<file path="src/hw/uart_cfg.svh">
// Timing and reset constants for the asynchronous serial block.
`ifndef UART_CFG_SVH
`define UART_CFG_SVH
`define DIV_SEL_13      3'h0
`define DIV_SEL_26      3'h1
`define DIV_SEL_52      3'h2
`define DIV_SEL_104     3'h3
`define DIV_SEL_208     3'h4
`define DIV_SEL_416     3'h5
`define DIV_SEL_TIMER   3'h6
`define DIV_SEL_96      3'h7
`define DIV_13          9'h00D
`define DIV_26          9'h01A
`define DIV_52          9'h034
`define DIV_104         9'h068
`define DIV_208         9'h0D0
`define DIV_416         9'h1A0
`define DIV_96          9'h060
`define TICKS_PER_BIT   4'hF
`define TICK_SAMPLE_A   4'h7
`define TICK_SAMPLE_B   4'h8
`define TICK_SAMPLE_C   4'h9
`define TICK_HALF       4'h8
`define DATA_BITS       4'h8
`define RX_BUF_RESET    8'h00
`endif

</file>
<file path="src/hw/uart_pkg.sv">
// Types shared by the asynchronous serial block.
package uart_pkg;
    typedef struct packed {
        logic       tx_enable;
        logic       rx_enable;
        logic       tx_stop_len;
        logic       even_parity;
        logic       parity_add;
        logic [2:0] baud_select;
        logic       rx_stop_len;
    } serial_ctrl_t;

    typedef struct packed {
        logic parity_err_flag;
        logic frame_err_flag;
        logic overrun_flag;
        logic rx_buf_full_flag;
        logic tx_done_flag;
        logic tx_buf_empty_flag;
    } serial_status_t;

    typedef enum logic [2:0] {TX_IDLE, TX_START, TX_DATA, TX_PARITY, TX_STOP} tx_state_t;
    typedef enum logic [2:0] {RX_IDLE, RX_START, RX_DATA, RX_PARITY, RX_STOP} rx_state_t;
endpackage : uart_pkg

</file>
<file path="src/hw/rx_skid_buf.sv">
// Two-entry valid/ready buffer carrying received frames toward the receive data buffer.
`timescale 1ns/1ns
`default_nettype none
module rx_skid_buf #(
    parameter int WIDTH = 11
) (
    input  wire logic             core_clk,
    input  wire logic             rstn,
    input  wire logic             in_valid,
    output logic                  in_ready,
    input  wire logic [WIDTH-1:0] in_data,
    output logic                  out_valid,
    input  wire logic             out_ready,
    output logic [WIDTH-1:0]      out_data
);
    logic [WIDTH-1:0] mem_reg [0:1];
    logic             wr_ptr_reg;
    logic             rd_ptr_reg;
    logic [1:0]       count_reg;
    wire              push = in_valid && in_ready;
    wire              pop  = out_valid && out_ready;

    // Full and empty follow the occupancy count directly.
    assign in_ready  = (count_reg != 2'h2);
    assign out_valid = (count_reg != 2'h0);
    assign out_data  = mem_reg[rd_ptr_reg];

    // Pointers and count move only on real handshakes.
    always_ff @(posedge core_clk) begin
        if (!rstn) begin
            wr_ptr_reg <= 1'b0;
            rd_ptr_reg <= 1'b0;
            count_reg  <= 2'h0;
        end else begin
            if (push) begin
                mem_reg[wr_ptr_reg] <= in_data;
                wr_ptr_reg          <= ~wr_ptr_reg;
            end
            if (pop)
                rd_ptr_reg <= ~rd_ptr_reg;
            count_reg <= count_reg + {1'b0, push} - {1'b0, pop};
        end
    end
endmodule : rx_skid_buf
`default_nettype wire

</file>
<file path="src/hw/uart_txrx.sv">
// Asynchronous serial transmitter and receiver with status flags.
`timescale 1ns/1ns
`include "uart_cfg.svh"
`default_nettype none
module uart_txrx
    import uart_pkg::*;
(
    input  wire logic           core_clk,
    input  wire logic           rstn,
    input  wire serial_ctrl_t   ctrl,
    input  wire logic           timer_five_clock,
    input  wire logic           status_rd,
    input  wire logic           tx_wr,
    input  wire logic [7:0]     tx_wdata,
    input  wire logic           rx_rd,
    input  wire logic           rx_pin,
    output logic                tx_pin,
    output logic [7:0]          rx_data_buf,
    output serial_status_t      serial_status_reg,
    output logic                tx_interrupt,
    output logic                rx_interrupt
);
    // ------------------------------------------------------------
    // Sample tick generator
    // ------------------------------------------------------------
    logic [8:0] div_cnt_reg;
    logic       tick_reg;
    logic       tmr_s1_reg;
    logic       tmr_s2_reg;
    logic       tmr_s3_reg;
    logic [8:0] div_limit;

    // Timer output is a pin-like signal from another block; it is synchronised and edge detected.
    assign div_limit = (ctrl.baud_select == `DIV_SEL_13)  ? `DIV_13  :
                       (ctrl.baud_select == `DIV_SEL_26)  ? `DIV_26  :
                       (ctrl.baud_select == `DIV_SEL_52)  ? `DIV_52  :
                       (ctrl.baud_select == `DIV_SEL_104) ? `DIV_104 :
                       (ctrl.baud_select == `DIV_SEL_208) ? `DIV_208 :
                       (ctrl.baud_select == `DIV_SEL_416) ? `DIV_416 : `DIV_96;
    wire tmr_rise = tmr_s2_reg && !tmr_s3_reg;

    // One-cycle tick at the transfer clock, sixteen per bit.
    always_ff @(posedge core_clk) begin
        if (!rstn) begin
            div_cnt_reg <= 9'h000;
            tick_reg    <= 1'b0;
            tmr_s1_reg  <= 1'b0;
            tmr_s2_reg  <= 1'b0;
            tmr_s3_reg  <= 1'b0;
        end else begin
            tmr_s1_reg <= timer_five_clock;
            tmr_s2_reg <= tmr_s1_reg;
            tmr_s3_reg <= tmr_s2_reg;
            if (ctrl.baud_select == `DIV_SEL_TIMER) begin
                div_cnt_reg <= 9'h000;
                tick_reg    <= tmr_rise;
            end else if (div_cnt_reg >= div_limit - 9'h001) begin
                div_cnt_reg <= 9'h000;
                tick_reg    <= 1'b1;
            end else begin
                div_cnt_reg <= div_cnt_reg + 9'h001;
                tick_reg    <= 1'b0;
            end
        end
    end

    // ------------------------------------------------------------
    // Host access sequencing and transmitter
    // ------------------------------------------------------------
    tx_state_t  tx_state_reg;
    logic [3:0] tx_tick_reg;
    logic [3:0] tx_bit_reg;
    logic [7:0] tx_shift_reg;
    logic [7:0] tx_hold_reg;
    logic       tx_pend_reg;
    logic       tx_par_reg;
    logic       tx_stop2_reg;
    logic       tx_armed_reg;
    logic       rx_armed_reg;
    logic       ovr_at_read_reg;

    // A buffer write counts only after a status read; otherwise it is ignored.
    wire tx_load    = tx_wr && tx_armed_reg && ctrl.tx_enable;
    wire rx_clear   = rx_rd && rx_armed_reg;
    wire tx_bit_end = tick_reg && (tx_tick_reg == `TICKS_PER_BIT);
    wire tx_begin   = (tx_state_reg == TX_IDLE) && tx_pend_reg && ctrl.tx_enable;

    // Status read arms both buffer accesses; the access itself disarms it.
    always_ff @(posedge core_clk) begin
        if (!rstn) begin
            tx_armed_reg    <= 1'b0;
            rx_armed_reg    <= 1'b0;
            ovr_at_read_reg <= 1'b0;
        end else begin
            if (status_rd) begin
                tx_armed_reg    <= 1'b1;
                rx_armed_reg    <= 1'b1;
                ovr_at_read_reg <= serial_status_reg.overrun_flag;
            end else begin
                if (tx_wr)
                    tx_armed_reg <= 1'b0;
                if (rx_rd)
                    rx_armed_reg <= 1'b0;
            end
        end
    end

    // Transmit frame sequencer.
    always_ff @(posedge core_clk) begin
        if (!rstn) begin
            tx_state_reg <= TX_IDLE;
            tx_tick_reg  <= 4'h0;
            tx_bit_reg   <= 4'h0;
            tx_shift_reg <= 8'h00;
            tx_hold_reg  <= 8'h00;
            tx_pend_reg  <= 1'b0;
            tx_par_reg   <= 1'b0;
            tx_stop2_reg <= 1'b0;
            tx_pin       <= 1'b1;
            tx_interrupt <= 1'b0;
        end else begin
            tx_interrupt <= 1'b0;
            if (tx_load) begin
                tx_hold_reg <= tx_wdata;
                tx_pend_reg <= 1'b1;
            end
            if (tick_reg)
                tx_tick_reg <= tx_tick_reg + 4'h1;
            case (tx_state_reg)
                TX_IDLE: begin
                    tx_pin <= 1'b1;
                    if (tx_begin) begin
                        tx_shift_reg <= tx_hold_reg;
                        tx_par_reg   <= ^tx_hold_reg ^ ~ctrl.even_parity;
                        tx_stop2_reg <= ctrl.tx_stop_len;
                        tx_pend_reg  <= tx_load;
                        tx_interrupt <= 1'b1;
                        tx_tick_reg  <= 4'h0;
                        tx_state_reg <= TX_START;
                    end
                end
                TX_START: begin
                    tx_pin <= 1'b0;
                    if (tx_bit_end) begin
                        tx_bit_reg   <= 4'h0;
                        tx_state_reg <= TX_DATA;
                    end
                end
                TX_DATA: begin
                    tx_pin <= tx_shift_reg[0];
                    if (tx_bit_end) begin
                        tx_shift_reg <= {1'b0, tx_shift_reg[7:1]};
                        tx_bit_reg   <= tx_bit_reg + 4'h1;
                        if (tx_bit_reg == `DATA_BITS - 4'h1)
                            tx_state_reg <= ctrl.parity_add ? TX_PARITY : TX_STOP;
                    end
                end
                TX_PARITY: begin
                    tx_pin <= tx_par_reg;
                    if (tx_bit_end) begin
                        tx_bit_reg   <= 4'h0;
                        tx_state_reg <= TX_STOP;
                    end
                end
                TX_STOP: begin
                    tx_pin <= 1'b1;
                    if (tx_bit_end) begin
                        tx_bit_reg <= tx_bit_reg + 4'h1;
                        if (!tx_stop2_reg || tx_bit_reg != 4'h0 && tx_bit_reg != `DATA_BITS)
                            tx_state_reg <= TX_IDLE;
                        else if (tx_bit_reg == `DATA_BITS)
                            tx_bit_reg <= 4'h1;
                    end
                end
                default: tx_state_reg <= TX_IDLE;
            endcase
        end
    end

    // ------------------------------------------------------------
    // Receiver
    // ------------------------------------------------------------
    rx_state_t  rx_state_reg;
    logic       rx_s1_reg;
    logic       rx_s2_reg;
    logic [3:0] rx_tick_reg;
    logic [3:0] rx_bit_reg;
    logic [2:0] rx_vote_reg;
    logic [7:0] rx_shift_reg;
    logic       rx_parity_err_flag_reg;
    logic       rx_frame_err_flag_reg;
    logic       rx_stop2_reg;
    logic       rx_out_valid;
    logic       rx_in_ready;
    logic [9:0] rx_out_data;

    wire rx_line = rx_s2_reg;
    // Two-of-three vote on samples taken at ticks 7, 8 and 9.
    wire rx_bit = (rx_vote_reg[0] & rx_vote_reg[1]) | (rx_vote_reg[0] & rx_vote_reg[2]) |
                  (rx_vote_reg[1] & rx_vote_reg[2]);
    wire rx_bit_end = tick_reg && (rx_tick_reg == `TICKS_PER_BIT);
    wire rx_frame_done;
    wire rx_par_ok = ((^rx_shift_reg) ^ rx_bit ^ ~ctrl.even_parity) == 1'b0;
    // New frames are refused while overrun stands; a frame in progress always finishes.
    wire rx_may_start = ctrl.rx_enable && !serial_status_reg.overrun_flag;

    assign rx_frame_done = rx_bit_end && (rx_state_reg == RX_STOP) &&
                           (!rx_stop2_reg || rx_bit_reg == 4'h1);

    // Receive frame sequencer; ticks are counted from the falling start edge.
    always_ff @(posedge core_clk) begin
        if (!rstn) begin
            rx_s1_reg    <= 1'b1;
            rx_s2_reg    <= 1'b1;
            rx_state_reg <= RX_IDLE;
            rx_tick_reg  <= 4'h0;
            rx_bit_reg   <= 4'h0;
            rx_vote_reg  <= 3'h7;
            rx_shift_reg <= 8'h00;
            rx_parity_err_flag_reg  <= 1'b0;
            rx_frame_err_flag_reg  <= 1'b0;
            rx_stop2_reg <= 1'b0;
        end else begin
            rx_s1_reg <= rx_pin;
            rx_s2_reg <= rx_s1_reg;
            if (tick_reg) begin
                rx_tick_reg <= rx_tick_reg + 4'h1;
                if (rx_tick_reg == `TICK_SAMPLE_A)
                    rx_vote_reg[0] <= rx_line;
                if (rx_tick_reg == `TICK_SAMPLE_B)
                    rx_vote_reg[1] <= rx_line;
                if (rx_tick_reg == `TICK_SAMPLE_C)
                    rx_vote_reg[2] <= rx_line;
            end
            case (rx_state_reg)
                RX_IDLE: begin
                    rx_tick_reg <= 4'h0;
                    if (tick_reg && !rx_line && rx_may_start) begin
                        rx_tick_reg  <= 4'h1;
                        rx_parity_err_flag_reg  <= 1'b0;
                        rx_frame_err_flag_reg  <= 1'b0;
                        rx_stop2_reg <= ctrl.rx_stop_len;
                        rx_state_reg <= RX_START;
                    end
                end
                RX_START: begin
                    if (rx_bit_end) begin
                        rx_bit_reg   <= 4'h0;
                        rx_state_reg <= rx_bit ? RX_IDLE : RX_DATA;
                    end
                end
                RX_DATA: begin
                    if (rx_bit_end) begin
                        rx_shift_reg <= {rx_bit, rx_shift_reg[7:1]};
                        rx_bit_reg   <= rx_bit_reg + 4'h1;
                        if (rx_bit_reg == `DATA_BITS - 4'h1) begin
                            rx_bit_reg   <= 4'h0;
                            rx_state_reg <= ctrl.parity_add ? RX_PARITY : RX_STOP;
                        end
                    end
                end
                RX_PARITY: begin
                    if (rx_bit_end) begin
                        rx_parity_err_flag_reg  <= !rx_par_ok;
                        rx_state_reg <= RX_STOP;
                    end
                end
                RX_STOP: begin
                    if (rx_bit_end) begin
                        rx_bit_reg <= rx_bit_reg + 4'h1;
                        if (!rx_bit)
                            rx_frame_err_flag_reg <= 1'b1;
                        if (rx_frame_done)
                            rx_state_reg <= RX_IDLE;
                    end
                end
                default: rx_state_reg <= RX_IDLE;
            endcase
        end
    end

    // Completed frames pass a two-entry buffer; the flag logic drains it at once.
    wire [9:0] rx_frame = {rx_parity_err_flag_reg, rx_frame_err_flag_reg | !rx_bit, rx_shift_reg};
    rx_skid_buf #(
        .WIDTH (10)
    ) u_rx_buf (
        .core_clk  (core_clk),
        .rstn      (rstn),
        .in_valid  (rx_frame_done),
        .in_ready  (rx_in_ready),
        .in_data   (rx_frame),
        .out_valid (rx_out_valid),
        .out_ready (1'b1),
        .out_data  (rx_out_data)
    );

    // ------------------------------------------------------------
    // Status flags and receive data buffer
    // ------------------------------------------------------------
    wire rx_store   = rx_out_valid && (!serial_status_reg.rx_buf_full_flag || rx_clear);
    wire rx_overrun = rx_out_valid && serial_status_reg.rx_buf_full_flag && !rx_clear;
    wire tx_idle_empty = (tx_state_reg == TX_IDLE) && !tx_pend_reg && !tx_begin;

    // Hardware sets win over the host clear in the same cycle.
    always_ff @(posedge core_clk) begin
        if (!rstn) begin
            serial_status_reg <= 6'b000011;
            rx_data_buf       <= `RX_BUF_RESET;
            rx_interrupt      <= 1'b0;
        end else begin
            rx_interrupt <= 1'b0;
            if (rx_store) begin
                rx_data_buf                        <= rx_out_data[7:0];
                serial_status_reg.rx_buf_full_flag <= 1'b1;
                serial_status_reg.frame_err_flag   <= rx_out_data[8];
                serial_status_reg.parity_err_flag  <= rx_out_data[9];
                rx_interrupt                       <= 1'b1;
            end else if (rx_clear) begin
                serial_status_reg.rx_buf_full_flag <= 1'b0;
                serial_status_reg.frame_err_flag   <= 1'b0;
                serial_status_reg.parity_err_flag  <= 1'b0;
            end
            if (rx_overrun)
                serial_status_reg.overrun_flag <= 1'b1;
            else if (rx_clear && ovr_at_read_reg)
                serial_status_reg.overrun_flag <= 1'b0;
            if (tx_begin)
                serial_status_reg.tx_buf_empty_flag <= 1'b1;
            else if (tx_load)
                serial_status_reg.tx_buf_empty_flag <= 1'b0;
            if (tx_begin)
                serial_status_reg.tx_done_flag <= 1'b0;
            else if (tx_idle_empty)
                serial_status_reg.tx_done_flag <= 1'b1;
        end
    end
endmodule : uart_txrx
`default_nettype wire

</file>
<file path="config.mk">
export PLATFORM = sky130hd
export DESIGN_NAME = uart_txrx
export DESIGN_NICKNAME = d
export VERILOG_FILES = /design/src/hw/uart_pkg.sv /design/src/hw/rx_skid_buf.sv /design/src/hw/uart_txrx.sv
export VERILOG_INCLUDE_DIRS = /design/src /design/src/hw
export SDC_FILE = /design/constraint.sdc
export NUM_CORES = 1
export LEC_CHECK = 0
export BUFFER_PORTS_ARGS = -buffer_cell sky130_fd_sc_hd__clkbuf_2
export CAP_MARGIN = 20
export CORE_ASPECT_RATIO = 0.9
export CORE_MARGIN = 2
export CORE_UTILIZATION = 33
export CTS_CLUSTER_SIZE = 28
export DETAILED_ROUTE_END_ITERATION = 16
export PLACE_DENSITY = 0.56
export SYNTH_ARGS = -nofsm -noshare
export SYNTH_HDL_FRONTEND = slang
export SYNTH_SLANG_ARGS = --single-unit
</file>
<file path="constraint.sdc">
create_clock -name core_clk -period 5.6 [get_ports core_clk]
set_clock_uncertainty 0.05 [all_clocks]
set_input_delay 0.56 -clock core_clk [delete_from_list [all_inputs] [get_ports core_clk]]
set_output_delay 0.56 -clock core_clk [all_outputs]
set_load 0.02 [all_outputs]
</file>
* Word level (Yosys, flattened, before mapping)
Memory sizes are Yosys's and may differ from the RTL's. A register that Yosys moved wholly into a read port is not among the register bits. Cells that the tools add are included.
Cells by class: bitwise operators 13, mux-type cells 75, reductions and logical operators 71, order comparisons 1, $add $sub $neg 8, equal/unequal tests 41
Operators with widths (number):
- 4-bit 2-to-1 mux | 14
- 9-bit 2-to-1 mux | 6
- 3-bit 2-to-1 mux | 15
- 2-bit inequality test (second input constant) | 15
- 3-bit one-hot mux with 5 select lines | 2
- 1-bit 2-to-1 mux | 27
- 4-bit one-hot mux with 3 select lines | 2
- 1-bit logical AND | 21
- 4-bit == test (second input constant) | 5
- 2-bit nonzero test | 10
- 3-bit by 2-bit == test with 1-bit output (second input constant) | 6
- 4-bit by 1-bit adder with 4-bit output (second input constant) | 4
- 8-bit 2-to-1 mux | 2
- 8-bit one-hot mux with 2 select lines | 1
- 8-bit parity | 2
- 3-bit == test (second input constant) | 5
- 2-bit AND reduction | 7
- 7-bit AND reduction | 2
- 4-bit by 3-bit == test with 1-bit output (second input constant) | 3
- 4-bit AND reduction | 3
- 1-bit logical NOT | 10
- 9-bit by 1-bit adder with 9-bit output (second input constant) | 1
- 3-bit by 1-bit == test with 1-bit output (second input constant) | 3
- 9-bit greater-or-equal comparator | 1
- 20 further kinds | 42
Storage, ports and cells: memories 1, RAM bits 20, bits of input ports 24, output and inout bits 17, register bits after elaboration 94
Memories:
- u_rx_buf.mem_reg | words 2, width 10, rd ports 1, clocked after memory_dff 1, wr ports 1, RTL line rx_skid_buf.sv:16 | logic [WIDTH-1:0] mem_reg [0:1];

* Logic depth before layout (Yosys ltp)
Gate-level depths: netlist (run 1).
word-level depth 11, depth in mapped cells 9

* By module
A second synthesis (run 1) with hierarchy kept.
Second synthesis, totals: cells, all modules 539, area total of the unflattened synthesis 5217.5 µm²
Modules (own cells, without submodules):
- uart_txrx | cells each 483, sequential area each 1801.7 µm², area each 4260.3 µm², times used 1
- rx_skid_buf | cells each 56, sequential area each 700.7 µm², area each 957.2 µm², times used 1

* Worst setup path before layout (run 1)
OpenSTA, ideal clock, no wires.
kind input port to flip-flop, start point input ctrl[2] (netlist name), end point register tick_reg, arrival 2.266 ns, setup slack 3.169 ns, stages 9, path buffers 1, cell sequence clkbuf_1 -> nor2b_1 -> inv_1 -> ha_1 -> a21o_1 -> a21o_1 -> a221oi_1 -> o211ai_2 -> and3_1
On the way: word-level cells in the longest chain between the ends 11, elaborated cells between the ends (all ways) 17, classes of those cells add/sub (1); order compare (1); eq/ne (6); mux (8); reduce/logical (1)
Ends and longest elaborated chain:
- start: declaration | RTL line uart_txrx.sv:10 | input wire serial_ctrl_t ctrl,
- 3-bit == test (no line)
- 9-bit 2-to-1 mux (no line) (6 in a row)
- 9-bit by 1-bit subtractor with 9-bit output | RTL line uart_txrx.sv:57 | end else if (div_cnt_reg >= div_limit - 9'h001) begin
- 9-bit greater-or-equal comparator | RTL line uart_txrx.sv:57
- 1-bit 2-to-1 mux | RTL line uart_txrx.sv:57
- 1-bit 2-to-1 mux (*) | RTL line uart_txrx.sv:54 | if (ctrl.baud_select == `DIV_SEL_TIMER) begin
- end signal: assignment | RTL line uart_txrx.sv:56 | tick_reg <= tmr_rise;
- end: declaration | RTL line uart_txrx.sv:27 | logic tick_reg;
Every way passes the cells marked *; elsewhere a longest branch is shown, timed or not. A chain may end at the register's enable or synchronous reset.

* Worst setup path after layout (run 1)
start point register tick_reg, end point memory u_rx_buf.mem_reg[1][7] (enable)
On the way: word-level cells in the longest chain between the ends 7
Ends and longest elaborated chain:
- 1-bit logical AND | RTL line uart_txrx.sv:201 | wire rx_bit_end = tick_reg && (rx_tick_reg == `TICKS_PER_BIT);
- 1-bit logical AND (2 in a row) | RTL line uart_txrx.sv:207 | assign rx_frame_done = rx_bit_end && (rx_state_reg == RX_STOP) &&
- 1-bit logical AND | RTL line rx_skid_buf.sv:20 | wire push = in_valid && in_ready;
- 1-bit 2-to-1 mux | RTL line rx_skid_buf.sv:35 | if (push) begin
- 1-bit 2-to-1 mux | RTL line rx_skid_buf.sv:30 | if (!rstn) begin
- 1-bit 2-to-1 mux (implied by the code) | RTL line rx_skid_buf.sv:36 | mem_reg[wr_ptr_reg] <= in_data;
- end: declaration | RTL line rx_skid_buf.sv:16
No other way between the ends.

==> impl_results.md, run 1 <==
- Ys flop type: dfxtp_1
- GRT Total Usage: 13.82%
- Layout cells sized above 1: 13.57%
- Netlist cell types: 57
- DP HPWL: 7.132 mm
- Pleak: 0.002569 uW
- Sw Share: 19.90%
- Mapped Cells: 546
- Synth Net Count: 588
- Synthesis-stage register bit count: 115
- Clk slew on worst S/H paths: 50 ps
- FP Rows: 43
- H-Tree Depth: 4
- Measured slew at the worst slew-check pin: 828.5 ps
- Wire per inst: 13.07 um
- Post-synth EDFFs: 20
- CTS tree: done
- Total number of vias: 3806
- Ant diodes: 0
- Ports: 41
- Die ar.: 16900 um^2
- CP required: 5580 ps
- Nets@finish: 626
- Part of the Yosys area used for sequential elements: 47.78%
- Vias per cell: 4.763
- IO buf count: 40
- Core area: 15490 um^2
- First-pass GRT wire length: 17.92 mm
- Hold path depth: 2
- Fillcell total: 1532
- Setup violators final: 0
- Count leader, synth: dfxtp_1
- Adder and majority gate portion of the synthesized area: 4.491%
- R2r worst-path depth: 5
- CTS root buffer: clkbuf_16
- PostCTS Resize Cnt: 0
- Post-synth ARST share: 0%
- Max-Slew Margin vs Limit: 44.57%
- Synth Area in Simple Gates: 20.86%
- Cell accounting for the most synthesized area: dfxtp_1
- Area of the multi-input gates: 2577 um^2
- Synth Area in Compound Gates: 12.30%
- Startpoint types: flip-flop
- Int Pwr: 1669 uW
- Status: finished, final reports clean
- Die Y: 123.5 um
- Critical path class: flip-flop to flip-flop
- Clock buffer count from CTS: 17
- Hold Vio Cnt, Final: 0
- Die W: 136.8 um
- Post-CTS Setup Bufs: 0
- Net switching power: 414.7 uW
- Max_cap viols: 0
- Detail Route Antenna Nets: 0
- Overflow left after global routing: 0
- Final period util: 49.69%
- Post-synth top area share: 36.31%
- Slew Viols, Final: 0
- Total detailed-routing wirelength: 10.44 mm
- Multiplexer share of the synthesized area: 5.590%
- Largest family of logic cells by synthesized area: simple AND/OR/NAND/NOR gates
- Synth top cells by count: dfxtp_1, nand2_1, nor2_1, mux2i_1
- XOR/XNOR Fraction of Synth Area: 5.853%
- CP endpoint kind: flip-flop
- Worst EP arrival: 2770 ps
- Clock power frac: 54.8%
- DRC errors left: 0
- Initial antenna violation count: 0
- Clock Latency Late Sink: 410 ps
- Fmax achieved: 359.3 MHz
- Clk buf depth: 2
- Peak VDD IR: 0.2190 mV
- Post-CTS Hold Fix Bufs: 0
- Initial DRC count: 299
- Syn Area/Cell: 9.593 um^2
- Area grow syn2layout: 19.09%
- P per Cell Area: 334.1 nW/um^2
- Mapped Area: 5238 um^2
- Routability Congestion: 0.7836
- Max reg flops: 20
- Synth warnings: 0
- Pin count of the biggest net entering global routing: 61
- # clock sinks: 115
- Vias in the first global route: 3739
- Slowest cell on crit path: nor2_1
- Initial Util: 33.80%
- Register area: 2502 um^2
- Final Critical Period: 2783 ps
- Max stage delay on crit path: 660 ps
- Final Util: 40.25%
- Largest cells by area after synthesis: dfxtp_1, edfxtp_1, nand2_1, mux2i_1, ha_1
- Crit Path Max Fanout: 14
- Unrepaired setup endpoints after global routing: no
- Combinational power share: 3.9%
- Final setup TNS: 0 ps
- Number of detailed-route iterations in the first pass: 6
- HP Class: input port to flip-flop
- CP Cell Sequence: nand4_1 -> a21oi_1 -> nor3b_2 -> nand2_1 -> nor2_1
- Flop pwr share: 41.3%
[critical path, delay by kind of cell (launching register included)]
family | cells | cell delay [ps]
DFF | 1 | 620
AOI/OAI and AO/OA | 1 | 360
and+or+nand+nor | 4 | 1360
[metrics by stage]
stage          instance area [um^2]  hold slack (ps)  total power, uW  setup WS [ps]  std cells
6_report                       6237            288.0             2084           2817        799
4_1_cts                        6237            267.0             2114           2825        799
5_1_grt                        6237            269.7             2170           2521        799
3_3_place_gp                   5612            347.6            957.1           2960        767
3_5_place_dp                   5612            351.1            958.9           2913        767
2_1_floorplan                  5238            336.3            932.5           3169        546
[cell families after synthesis]
group	after synthesis
AOI/OAI and AO/OA	89
xor gates and xnor gates	35
muxes	29
adders and majority gates	19
and+or+nand+nor	221
buffers and inverters	38
DFF	115
[routing by layer]
| layer | share of wire, % | up-vias | global-route usage (%) |
|---|---|---|---|
| met2 | 42 | 59 | 19.91 |
| met3 | 3.4 | 16 | 3.854 |
| li1 | - | 1975 | - |
| met5 | 0 | - | 0 |
| met4 | 1.5 | 0 | 6.830 |
| met1 | 53 | 1756 | 18.97 |
[worst paths after layout]
check / startpoint / endpoint / slack (ps)
max: tick_reg / u_rx_buf.mem_reg[1][7] / 2820
min: rx_pin / rx_s1_reg / 290
max reg2reg: tick_reg / u_rx_buf.mem_reg[1][7] / 2820
min reg2reg: rx_s1_reg / rx_line / 360
[placed cells by master (no fill, tap or decap), types with 3 or more instances in the layout]
cell       synthesis  routed
and3_1             5       5
nor2b_1           21      21
edfxtp_1          20      20
o21a_1             3       3
clkinv_2           0       3
xor2_1            14      14
nor3_1             5       5
ha_1              18      18
clkbuf_1          14       4
dfxtp_1           95      95
nand2b_1          12      12
bufinv_16          0       5
and4_1             3       3
a21oi_1           15      15
o21ai_0           18      18
clkbuf_2           0      40
nor3b_1            3       3
nand4_1            7       7
and2_1            12      12
mux2i_1           27      27
nand2_1           74      74
a21boi_0          12      12
clkbuf_16          0      17
buf_4              2       4
xnor2_1           21      21
nand3_1           18      18
o211a_1           15      15
a21o_1             4       4
inv_1             13      13
or3_1              3       3
nor2_1            44      44
[layout make-up]
type,instances,area share [%]
clock buffer,21,7.061
tap,202,4.052
sequential,115,40.12
inverter,13,0.7823
multi-input combinational,393,41.32
timing repair buffer,44,3.691
clock inverter,11,2.969
[power by group through the flow]
stage	Combinational, uW	Sequential, uW	Clock, uW
6_report	80.5	861	1140
5_1_grt	92.3	863	1220
4_1_cts	81.6	861	1170
3_5_place_dp	80.9	878	0
3_3_place_gp	79.6	878	0
2_1_floorplan	58.5	874	0
No activity file was read; power rests on OpenSTA's default activity.
==> inputs of run 2 (changes only) <==
--- a/config.mk
+++ b/config.mk
@@ -6,6 +6,7 @@
 export SDC_FILE = /design/constraint.sdc
 export NUM_CORES = 1
 export LEC_CHECK = 0
+export ABC_AREA = 1
 export BUFFER_PORTS_ARGS = -buffer_cell sky130_fd_sc_hd__clkbuf_2
 export CAP_MARGIN = 20
 export CORE_ASPECT_RATIO = 0.9
==> constraint.sdc (replaced) <==
create_clock -name core_clk -period 2.6 [get_ports core_clk]
set_clock_uncertainty 0.05 [all_clocks]
set_input_delay 0.26 -clock core_clk [delete_from_list [all_inputs] [get_ports core_clk]]
set_output_delay 0.26 -clock core_clk [all_outputs]
set_load 0.02 [all_outputs]
==> run 2 against run 1 <==
  * Via count increased by 14%
  * Flip-flop and latch count unchanged
  * Final cell count increased by 17%
  * Die area decreased by 0.18%
  * Sequential power increased by 120%
  * Clock-buffer cell count increased by 7
  * Global-route usage increased by 0.49 points
  * Critical path type unchanged
  * Largest cell class is now sequential cells
==> impl_results.md, run 2 <==
- Startpoint types: flip-flop
- Most common cell after layout, fill and taps aside: nand2_1
- Worst EP arrival: 1990 ps (-780 ps)
- H-Tree Depth: 4 (unchanged)
- Status: finished, final reports clean
- Clock Latency Late Sink: 420 ps (about the same)
- Die W: 136.7 um (about the same)
- Ys flop type: dfxtp_1
- FP Rows: 43 (unchanged)
- Overflow left after global routing: 0 (unchanged)
- Layout cells sized above 1: 12.59% (-0.98 points)
- Max stage delay on crit path: 430 ps (-230 ps)
- Detail Route Antenna Nets: 0 (unchanged)
- Die Y: 123.4 um (about the same)
- CP Cell Sequence: ha_1 -> nand3_2 -> nor2_4 -> nand4_1 -> nor3_1 -> buf_4
- Slowest cell on crit path: dfxtp_1
- Synth top cells by count: nand2_1, dfxtp_1, inv_1, a21oi_1, nor2_1
- GRT Total Usage: 14.31% (+0.49 points)
- Part of the Yosys area used for sequential elements: 47.87% (+0.091 points)
- Peak VDD IR: 0.3276 mV (+50%)
- IO buf count: 40 (unchanged)
- Most frequent cells in the layout: nand2_1, dfxtp_1, inv_1
- Synth warnings: 0 (unchanged)
- Largest delay contributor family on the critical path: simple AND/OR/NAND/NOR gates
- Total detailed-routing wirelength: 11.17 mm (+7.0%)
- Initial antenna violation count: 0 (unchanged)
- Wire per inst: 11.97 um (-8.4%)
- Core area: 15440 um^2 (-0.35%)
- Largest cells by area after synthesis: dfxtp_1, nand2_1, edfxtp_1, inv_1, a21oi_1
- Vias per cell: 4.644 (-2.5%)
- Area grow syn2layout: 20.13%
- Final Critical Period: 1925 ps (-857.7 ps)
- Slew Viols, Final: 0 (unchanged)
- Setup violators final: 0 (unchanged)
- Clock buffer count from CTS: 17 (unchanged)
- Final Util: 40.67% (+0.42 points)
- Measured slew at the worst slew-check pin: 626.4 ps (-202.1 ps)
- Post-synth EDFFs: 20 (unchanged)
- Initial DRC count: 302 (+1.0%)
- CP Buf/Inv Count: 1 (+1)
- Pin count of the biggest net entering global routing: 50 (-18%)
- CTS root buffer: clkbuf_16
- # clock sinks: 115 (unchanged)
- DRC errors left: 0 (unchanged)
- GRT busiest layer: met2
- Fmax achieved: 519.4 MHz (+45%)
- Cell accounting for the most synthesized area: dfxtp_1
- Vias in the first global route: 4135 (+11%)
- Synthesis-stage register bit count: 115 (unchanged)
- Post-CTS Setup Bufs: 0 (unchanged)
- Ant diodes: 0 (unchanged)
- Clk buf depth: 2 (unchanged)
- Met3 GRT Util: 4.961% (+1.1 points)
- Clk slew on worst S/H paths: 50 ps (about the same)
- Nets@finish: 760 (+21%)
- Met2 Usage GRT: 23.88% (+4.0 points)
- Synth Net Count: 706 (+20%)
- CP required: 2670 ps (-2910 ps)
- Count leader, synth: nand2_1
- Die ar.: 16870 um^2 (-0.18%)
- Met1 usage: 16.60% (-2.4 points)
- CP endpoint kind: flip-flop
- Post-synth top area share: 36.38% (+0.070 points)
- Crit Path Max Fanout: 10 (-4)
- Ports: 41 (unchanged)
- HP Class: input port to flip-flop
- Syn Area/Cell: 7.873 um^2 (-18%)
- Netlist cell types: 42 (-26%)
- Fillcell total: 1509 (-1.5%)
- Number of detailed-route iterations in the first pass: 5 (-1)
- Final period util: 74.04% (+24 points)
- Unrepaired setup endpoints after global routing: no
- Total number of vias: 4333 (+14%)
- Hold Vio Cnt, Final: 0 (unchanged)
- P per Cell Area: 741.4 nW/um^2 (+120%)
- Routability Congestion: 0.8681 (+11%)
- Final setup TNS: 0 ps (unchanged)
- Mapped Area: 5228 um^2 (-0.19%)
- DP HPWL: 7.916 mm (+11%)
- Post-synth ARST share: 0% (unchanged)
- Critical path class: flip-flop to flip-flop
- Max_cap viols: 0 (unchanged)
- First-pass GRT wire length: 18.62 mm (+3.9%)
- CTS tree: done
- Initial Util: 33.85% (+0.053 points)
- Mapped Cells: 664 (+22%)
- Max-Slew Margin vs Limit: 58.20% (+14 points)
- Pleak: 0.002704 uW (+5.3%)
- Max reg flops: 20 (unchanged)
[run 2: cell types whose count changed after synthesis, sizes merged, moves of 8 or more]
cell    before  now
a21boi      14    0
o211a       15    0
xnor2       21    4
nand2b      12    0
nand2       74  169
nor3         5   15
a21oi       15   53
a31oi        2   10
o21ai       18   52
inv         13   85
mux2i       27    2
nor2b       21    0
and2        12    0
nand3       18   29
[run 2: where the power goes]
part	internal, uW	switching (uW)	leakage (uW)	total [uW]
clock	1560	754	0.000295	2310
sequential	1850	31.0	0.000976	1880
combinational	159	301	0.00143	460
[run 2: cell families (layout without fill, tap and decap cells)]
| group | Yosys count | in the layout | share of synthesized area, % |
|---|---|---|---|
| XOR/XNOR | 17 | 17 | 2.848 |
| flip-flops | 115 | 115 | 47.87 |
| multiplexers | 2 | 2 | 0.3830 |
| AND/OR/NAND/NOR | 285 | 285 | 24.01 |
| adder cells (fa/ha/maj) | 18 | 18 | 4.308 |
| buffers and inverters | 99 | 166 | 7.420 |
| AO/OA/AOI/OAI | 128 | 128 | 13.16 |
[run 2: timing repair]
| item | CTS | global route |
|---|---|---|
| resized for setup | 0 | 0 |
| hold endpoints to repair | 3 | 0 |
| endpoints found under the setup margin | 0 | 0 |
| hold buffers | 3 | 0 |
[run 2: final timing paths]
path	from	end	slack, ps	depth (start not counted)
worst min register to register	rx_s1_reg	rx_line	360	1
worst max-delay path	rx_tick_reg[0]	u_rx_buf.mem_reg[1][2]	670	6
worst max register to register	rx_tick_reg[0]	u_rx_buf.mem_reg[1][2]	670	6
worst min-delay path	tx_wdata[6]	tx_hold_reg[6]	30	3
[run 2: cell type report]
type	count	area (um^2)	area share, %
clock inverters	4	70.07	1.116
clock buffers	28	526.8	8.388
repair buffers	48	267.8	4.264
flip-flops and latches	115	2502	39.85
well taps	202	252.7	4.025
multi-input cells	450	2337	37.22
inverters	86	322.8	5.140
[run 2: tightest hold or removal path, stage by stage]
cell      delay, ps
clkbuf_2         80
nand2_1          50
a21oi_1          50
[run 2: per-layer routing]
layer	routed length (um)	part of all wire, %
met5	0	0
met4	193	1.7
met3	517	4.6
met2	5264	47
met1	5194	47
[run 2: stage by stage]
stage	worst slack (ps)	std cells	total power [uW]	hold slack (ps)	instance area, um^2
after CTS	663.9	933	4702	20.95	6280
after detailed placement	508.0	898	2369	349.9	5653
after global routing	528.7	933	4853	38.60	6280
after global placement	658.1	898	2357	349.0	5653
after floorplan	424.3	664	2257	307.6	5228
final	674.9	933	4656	29.55	6280
